## config.mk

```make
export PLATFORM = sky130hd
export DESIGN_NAME = dept_pwm_timer
export DESIGN_NICKNAME = d
export VERILOG_FILES = /design/src/hdl/dept_pkg.sv /design/src/hdl/dept_edge_tick.sv /design/src/hdl/dept_shadow.sv /design/src/hdl/dept_pwm_timer.sv
export VERILOG_INCLUDE_DIRS = /design/src /design/src/hdl
export SDC_FILE = /design/constraint.sdc
export NUM_CORES = 1
export LEC_CHECK = 0
export ABC_CLOCK_PERIOD_IN_PS = 4100
export BUFFER_PORTS_ARGS = -buffer_cell sky130_fd_sc_hd__buf_2
export CAP_MARGIN = 10
export CELL_PAD_IN_SITES_DETAIL_PLACEMENT = 0
export CELL_PAD_IN_SITES_GLOBAL_PLACEMENT = 1
export CORE_MARGIN = 3
export CORE_UTILIZATION = 43
export DETAILED_ROUTE_END_ITERATION = 10
export PLACE_DENSITY_LB_ADDON = 0.1
export SLEW_MARGIN = 20
export SYNTH_ARGS = -nofsm -noshare
export SYNTH_HDL_FRONTEND = slang
export SYNTH_SLANG_ARGS = --single-unit
```

## constraint.sdc

```tcl
create_clock -name i_clk -period 4.1 [get_ports i_clk]
set_input_delay 0.41 -clock i_clk [delete_from_list [all_inputs] [get_ports i_clk]]
set_output_delay 0.41 -clock i_clk [all_outputs]
set_load 0.01 [all_outputs]
```

## src/hdl/dept_map.svh

```systemverilog
// constants for the dual edge pwm timer: widths, counts, reset values, edge codes
// assumes inclusion by bare name from the package and design modules
//
// Contract
// - cycle match resets count, sets period
// - single-edge outputs go high each cycle start unless their match is zero
// - one extra match sets single-edge falling position
// - two matches set double-edge rise and fall
// - seven matches, six single or three double
// - per match: continue, stop or reset, interrupt
// - count from clock or capture input edges
// - any period and width, shared rate
// - released match values apply at cycle start
// - plain 32-bit timer with 32-bit prescaler
// - channel zero capture input as count source
`ifndef DEPT_MAP_SVH
`define DEPT_MAP_SVH
`define DEPT_CNT_W      32
`define DEPT_NUM_MATCH  7
`define DEPT_NUM_OUT    6
`define DEPT_CNT_RESET  32'h0000_0000
`define DEPT_MATCH_RESET 32'h0000_0000
// capture edge select encoding
`define DEPT_EDGE_RISE  2'h1
`define DEPT_EDGE_FALL  2'h2
`define DEPT_EDGE_BOTH  2'h3
`endif

```

## src/hdl/dept_pkg.sv

```systemverilog
// types shared by the pwm timer modules
// assumes the map header is on the include path
`default_nettype none
`include "dept_map.svh"
package dept_pkg;
  typedef logic [`DEPT_CNT_W-1:0] dept_word_t;
  typedef enum logic [1:0]
  {
    DEPT_RUN_OFF  = 2'b00,
    DEPT_RUN_ON   = 2'b01,
    DEPT_RUN_HALT = 2'b10
  } dept_run_e;
endpackage
`default_nettype wire

```

## src/hdl/dept_edge_tick.sv

```systemverilog
// count source: prescaled clock or edges of the channel zero capture input
// assumes the capture input is already synchronous to i_clk
`default_nettype none
`include "dept_map.svh"
module dept_edge_tick
  import dept_pkg::*;
(
  input  wire logic       i_clk,
  input  wire logic       i_reset_n,
  input  wire logic       i_run,
  input  wire logic       i_counter_mode,
  input  wire logic [1:0] i_edge_sel,
  input  wire logic       i_capture,
  input  wire dept_word_t i_prescale,
  output logic            o_tick
);
  logic       cap_reg;
  logic       edge_hit;
  logic       src_tick;
  dept_word_t pre_reg;

  // previous capture level; follows the pin even in reset, so a pulled-up
  // idle input never looks like an edge on the first cycle after reset
  always_ff @(posedge i_clk)
  begin
    cap_reg <= i_capture;
  end

  // counter mode counts chosen capture edges instead of clocks
  always_comb
  begin
    case (i_edge_sel)
      `DEPT_EDGE_RISE: edge_hit = i_capture & ~cap_reg;
      `DEPT_EDGE_FALL: edge_hit = ~i_capture & cap_reg;
      `DEPT_EDGE_BOTH: edge_hit = i_capture ^ cap_reg;
      default:         edge_hit = 1'b0;
    endcase
    src_tick = i_counter_mode ? edge_hit : 1'b1;
  end

  // prescaler: terminal value yields one tick and wraps to zero
  always_ff @(posedge i_clk)
  begin
    if (!i_reset_n || !i_run)
      pre_reg <= `DEPT_CNT_RESET;
    else if (src_tick)
      pre_reg <= (pre_reg >= i_prescale) ? `DEPT_CNT_RESET : pre_reg + 32'h1;
  end

  assign o_tick = i_run && src_tick && (pre_reg >= i_prescale);
endmodule
`default_nettype wire

```

## src/hdl/dept_shadow.sv

```systemverilog
// one match channel: shadow value written by software, active value copied
// on release at the start of a cycle so edges never glitch mid-period
`default_nettype none
`include "dept_map.svh"
module dept_shadow
  import dept_pkg::*;
(
  input  wire logic       i_clk,
  input  wire logic       i_reset_n,
  input  wire logic       i_wr,
  input  wire dept_word_t i_wdata,
  input  wire logic       i_release,
  input  wire logic       i_apply,
  output dept_word_t      o_active,
  output logic            o_pending
);
  dept_word_t shadow_reg;

  // shadow holds software value until applied
  always_ff @(posedge i_clk)
  begin
    if (!i_reset_n)
      shadow_reg <= `DEPT_MATCH_RESET;
    else if (i_wr)
      shadow_reg <= i_wdata;
  end

  // pending: a write that software has released; set wins over apply
  always_ff @(posedge i_clk)
  begin
    if (!i_reset_n)
      o_pending <= 1'b0;
    else if (i_release)
      o_pending <= 1'b1;
    else if (i_apply)
      o_pending <= 1'b0;
  end

  // copy at cycle boundary, in step with outputs, or at once while the timer is stopped
  always_ff @(posedge i_clk)
  begin
    if (!i_reset_n)
      o_active <= `DEPT_MATCH_RESET;
    else if (i_apply && o_pending)
      o_active <= shadow_reg;
  end
endmodule
`default_nettype wire

```

## src/hdl/dept_pwm_timer.sv

```systemverilog
// dual edge pwm timer: 32-bit prescaled count, seven match channels,
// six outputs, single edge or (outputs 2 to 6) double edge, per-match interrupt/stop/reset actions
// assumes all control inputs are synchronous to i_clk and held static
// except the write and release strobes, which are one-cycle pulses
`default_nettype none
`include "dept_map.svh"
module dept_pwm_timer
  import dept_pkg::*;
(
  input  wire logic                        i_clk,
  input  wire logic                        i_reset_n,
  input  wire logic                        i_enable,
  input  wire logic                        i_count_reset,
  input  wire logic                        i_pwm_mode,
  input  wire logic                        i_counter_mode,
  input  wire logic [1:0]                  i_edge_sel,
  input  wire logic                        i_capture,
  input  wire dept_word_t                  i_prescale,
  input  wire logic [`DEPT_NUM_MATCH-1:0]  i_match_irq_en,
  input  wire logic [`DEPT_NUM_MATCH-1:0]  i_match_reset_en,
  input  wire logic [`DEPT_NUM_MATCH-1:0]  i_match_stop_en,
  input  wire logic [`DEPT_NUM_OUT:1]      i_double_edge,
  input  wire logic [`DEPT_NUM_OUT:1]      i_out_en,
  input  wire logic [`DEPT_NUM_MATCH-1:0]  i_match_wr,
  input  wire dept_word_t                  i_match_wdata,
  input  wire logic [`DEPT_NUM_MATCH-1:0]  i_match_release,
  input  wire logic [`DEPT_NUM_MATCH-1:0]  i_flag_clr,
  output dept_word_t                       o_count,
  output logic                             o_running,
  output logic [`DEPT_NUM_MATCH-1:0]       o_match_flag,
  output logic [`DEPT_NUM_MATCH-1:0]       o_release_pending,
  output logic [`DEPT_NUM_OUT:1]           o_pwm
);
  dept_run_e   run_reg;
  dept_run_e   run_next;
  logic        tick;
  logic        cycle_start;
  logic        any_reset;
  logic        any_stop;
  logic [`DEPT_NUM_MATCH-1:0] hit;
  logic [`DEPT_NUM_OUT:1]     pwm_next;
  dept_word_t  match_val [`DEPT_NUM_MATCH];

  // run state: enable starts, a stop match halts until enable is cycled
  always_comb
  begin
    case (run_reg)
      DEPT_RUN_OFF:  run_next = i_enable ? DEPT_RUN_ON : DEPT_RUN_OFF;
      DEPT_RUN_ON:
      begin
        if (!i_enable)
          run_next = DEPT_RUN_OFF;
        else if (any_stop)
          run_next = DEPT_RUN_HALT;
        else
          run_next = DEPT_RUN_ON;
      end
      DEPT_RUN_HALT: run_next = i_enable ? DEPT_RUN_HALT : DEPT_RUN_OFF;
      default:       run_next = DEPT_RUN_OFF;
    endcase
  end

  always_ff @(posedge i_clk)
  begin
    if (!i_reset_n)
      run_reg <= DEPT_RUN_OFF;
    else
      run_reg <= run_next;
  end

  assign o_running = (run_reg == DEPT_RUN_ON);

  // tick source and prescaler
  dept_edge_tick u_tick
  (
    .i_clk          (i_clk),
    .i_reset_n      (i_reset_n),
    .i_run          (o_running && !i_count_reset),
    .i_counter_mode (i_counter_mode),
    .i_edge_sel     (i_edge_sel),
    .i_capture      (i_capture),
    .i_prescale     (i_prescale),
    .o_tick         (tick)
  );

  // one shadowed match per channel
  genvar g;
  generate
    for (g = 0; g < `DEPT_NUM_MATCH; g++)
    begin : g_match
      dept_shadow u_shadow
      (
        .i_clk     (i_clk),
        .i_reset_n (i_reset_n),
        .i_wr      (i_match_wr[g]),
        .i_wdata   (i_match_wdata),
        .i_release (i_match_release[g]),
        .i_apply   (cycle_start || !o_running),
        .o_active  (match_val[g]),
        .o_pending (o_release_pending[g])
      );
      // a match is seen on the tick that would move the count past the value
      assign hit[g] = tick && (o_count == match_val[g]);
    end
  endgenerate

  // in pwm mode the cycle channel always resets; else per-channel choice
  assign any_reset = |(hit & i_match_reset_en) || (i_pwm_mode && hit[0]);
  assign any_stop  = |(hit & i_match_stop_en);
  assign cycle_start = i_pwm_mode && hit[0];

  // 32-bit count advancing on each prescaled tick
  always_ff @(posedge i_clk)
  begin
    if (!i_reset_n || i_count_reset)
      o_count <= `DEPT_CNT_RESET;
    else if (any_reset)
      o_count <= `DEPT_CNT_RESET;
    else if (tick)
      o_count <= o_count + 32'h1;
  end

  // sticky match flags: a new match wins over a clear in the same cycle
  always_ff @(posedge i_clk)
  begin
    if (!i_reset_n)
      o_match_flag <= '0;
    else
      o_match_flag <= (o_match_flag & ~i_flag_clr) | (hit & i_match_irq_en);
  end

  // output edges: single edge uses cycle start and its own match,
  // double edge uses match n-1 to rise and match n to fall
  always_comb
  begin
    pwm_next = o_pwm;
    for (int n = 1; n <= `DEPT_NUM_OUT; n++)
    begin
      if (i_double_edge[n] && n >= 2)
      begin
        if (hit[n-1])
          pwm_next[n] = 1'b1;
        if (hit[n])
          pwm_next[n] = 1'b0;
      end
      else
      begin
        if (cycle_start && match_val[n] != `DEPT_MATCH_RESET)
          pwm_next[n] = 1'b1;
        if (hit[n] || (cycle_start && match_val[n] == `DEPT_MATCH_RESET))
          pwm_next[n] = 1'b0;
      end
      if (!i_out_en[n] || !i_pwm_mode)
        pwm_next[n] = 1'b0;
    end
  end

  // outputs registered; up to six outputs from seven matches
  always_ff @(posedge i_clk)
  begin
    if (!i_reset_n)
      o_pwm <= '0;
    else
      o_pwm <= pwm_next;
  end
endmodule
`default_nettype wire

```

==> results.toml <==
[run_status]
status = "completed"

[clocking]
numCtsBuffers = 60
cts_tree = "yes"
path_clk_slew_ps = 60
clock_latency_ps = 630
clk_path_buf_depth = 3
post_cts_buffers = 0
htree_levels = 2
cts_resized = 0
root_buffer = "clkbuf_16"
clkSinkCount = 535

[route]
routed_via_density = 5.38
vias = 19612
drcViolationCount = 0
ant_nets = 0
wire_per_inst_um = 23.7
drt_pre_antenna_iters = 5
drt_iter0_markers = 1701
routed_wirelength_mm = 86.5

[hold_path]
holdPathStages = 3
hold_path_class = "input port to register"

[placed_design]
gp_congestion = 0.969
portBuffers = 178
hpwl_mm = 60.6
place_inst = 3528

[sta]
rsz0062_at_grt = "no"
clock.fmax_ghz = 0.305
fin_worst_skew_ps = 22.9
holdWs_ps = 38.1
hold_viol_final = 0
period_share = 0.799
drv_slew = 0
period_minus_slack_ps = 3280
slew_headroom = 0.237
finalSetupTns_ps = 0
setup_viol = 0
worst_pin_slew_ps = 1140

[global_route]
grt_pass1_vias = 18769
grt-ovfl-total = 0
grt_pass1_wl_mm = 127
antenna_found_initial = 1
grt_start_max_net_pins = 119
grt_use_total = 0.271

[synthesis]
yosys_warnings = 0
async_flop_share = 0
yosysSeqAreaShare = 0.422
ys_seq_elements = 535
synth_top_area_frac = 0.422
syn_avg_cell_area_um2 = 9.40
yosysTopAreaCell = "dfxtp_1"
synth_cell_types = 53
synth_edf_count = 0
synth_cells = 2699
synth.area.top_cells = "dfxtp_1, mux2i_1, xor2_1"
syn_nets = 2862
synth_ff_type = "dfxtp_1"
syn-cell-area_mm2 = 0.0254

[finish]
fillers = 5364
n_antenna_cell = 0
synthToLayoutAreaGrowth_pct = 15.1
fin_cells = 3643
nets = 2992
drive_gt1_frac = 0.132
final_core_util = 0.503

[pwr]
power_leakage_uw = 0.0131
combPwrFrac = 0.095
switching_share = 0.251
p_seq_frac = 0.440
max-vdd-ir-drop_v = 0.000387
pwr-share-clk = 0.465
power_uw = 12600
p_sw_uw = 3160
p_per_area_mw_per_mm2 = 430
power.internal_uw = 9410

[critical_path]
rrSetupSlack_ps = 820
cp.required_ps = 4640
start_kind = "register"
crit_fanout = 32
reg2regPathDepth = 10
worstPathArrival_ps = 3820
end_kind = "register"
path_class = "register to register"

[flow_run]
cap_viol_max_count = 0

[die]
row_count = 88
die_w_um = 249
initial_core_util = 0.437
dieArea_mm2 = 0.0619
core_mm2 = 0.0580
die_h_um = 249
pin_count = 180
==> placed cells by master (no fill, tap or decap), drive strengths merged, types with 5 or more instances in the layout <==
cell | synthesis | final
o22ai | 5 | 5
or4 | 5 | 5
nand4 | 43 | 43
clkinvlp | 0 | 7
or3 | 7 | 7
and3 | 19 | 19
o211ai | 10 | 10
nand3 | 23 | 23
mux2i | 451 | 451
a21oi | 19 | 19
clkinv | 0 | 16
clkbuf | 100 | 76
buf | 92 | 256
and4 | 6 | 6
bufinv | 0 | 11
nor2 | 57 | 57
and2 | 12 | 12
o2111ai | 18 | 18
dfxtp | 535 | 535
nor3 | 29 | 29
inv | 54 | 55
a31oi | 14 | 14
nand2 | 471 | 471
nor2b | 237 | 237
a21boi | 7 | 7
xor2 | 264 | 264
a211oi | 7 | 7
o21ai | 22 | 22
nand2b | 6 | 6
nor4 | 108 | 108
ha | 36 | 36
xnor2 | 15 | 15
==> cell usage after synthesis (all sizes together), types with 2 or more instances <==
cell type / number
dfxtp: 535
nand2: 471
mux2i: 451
xor2: 264
nor2b: 237
nor4: 108
clkbuf: 100
buf: 92
nor2: 57
inv: 54
nand4: 43
ha: 36
nor3: 29
nand3: 23
o21ai: 22
a21oi: 19
and3: 19
o2111ai: 18
xnor2: 15
a31oi: 14
and2: 12
o211ai: 10
a211oi: 7
a21boi: 7
or3: 7
and4: 6
nand2b: 6
o22ai: 5
or4: 5
a22oi: 4
nor3b: 4
o211a: 4
a31o: 2
o21a: 2
==> layout make-up <==
class / instances / area (um2) / area share
clock inverter: 35 / 483 / 0.0165
multi-input combinational: 1918 / 13500 / 0.461
tap: 765 / 957 / 0.0328
timing repair buffer: 260 / 1710 / 0.0585
inverter: 54 / 203 / 0.00694
clock buffer: 76 / 1660 / 0.0569
sequential: 535 / 10700 / 0.367
==> critical path: stages (launching register included) <==
cell	delay, ps
dfxtp_1	440
xor2_1	180
nor4_1	430
nand4_1	490
nor2_2	200
buf_4	230
o2111ai_2	130
buf_4	270
a21boi_4	240
buf_12	270
mux2i_1	240
==> stage by stage <==
stage	instance area [um2]	setup WS, ps
6_report	29200	824
3_3_place_gp	27000	726
5_1_grt	29200	662
2_1_floorplan	25400	1520
3_5_place_dp	27000	673
4_1_cts	29200	809
==> metal layers <==
metal  global-route usage  wire length, um
met1                0.396            41500
met2                0.406            36600
met3               0.0563             6240
met4               0.0727             2080
met5                    0                0
==> power by group through the flow <==
stage / combinational [uW] / clock (uW) / sequential (uW)
final: 1190 / 5850 / 5530
after global routing: 1280 / 6180 / 5550
after CTS: 1190 / 5960 / 5530
after detailed placement: 1180 / 0 / 5640
after global placement: 1160 / 0 / 5640
after floorplan: 743 / 0 / 5590
==> final timing paths <==
path	start	endpoint
worst max register to register	g_match[0].u_shadow.o_active[10]$_SDFFE_PN0P_	g_match[0].u_shadow.o_active[29]$_SDFFE_PN0P_
worst max-delay path	g_match[0].u_shadow.o_active[10]$_SDFFE_PN0P_	g_match[0].u_shadow.o_active[29]$_SDFFE_PN0P_
worst min-delay path	i_match_irq_en[4]	o_match_flag[4]$_SDFF_PN0_
worst min register to register	g_match[6].u_shadow.shadow_reg[2]$_SDFFE_PN0P_	g_match[6].u_shadow.o_active[2]$_SDFFE_PN0P_
==> what timing repair did <==
| item | 4_1_cts | 5_1_grt |
|---|---|---|
| endpoints found under the hold margin | 4 | 0 |
| setup endpoints to repair | 0 | 0 |
| hold buffers | 4 | 0 |
==> cell families (layout without fill, tap and decap cells) <==
logic type               count (synthesis)  after routing  synth area share
adder cells (fa/ha/maj)                 36             36            0.0178
XOR/XNOR                               279            279            0.0963
AO/OA/AOI/OAI                          121            121            0.0371
flip-flops                             535            535             0.422
multiplexers                           452            452             0.178
AND/OR/NAND/NOR                       1030           1030             0.201
buffers and inverters                  246            425            0.0471
Power figures use the tool's default switching activity.
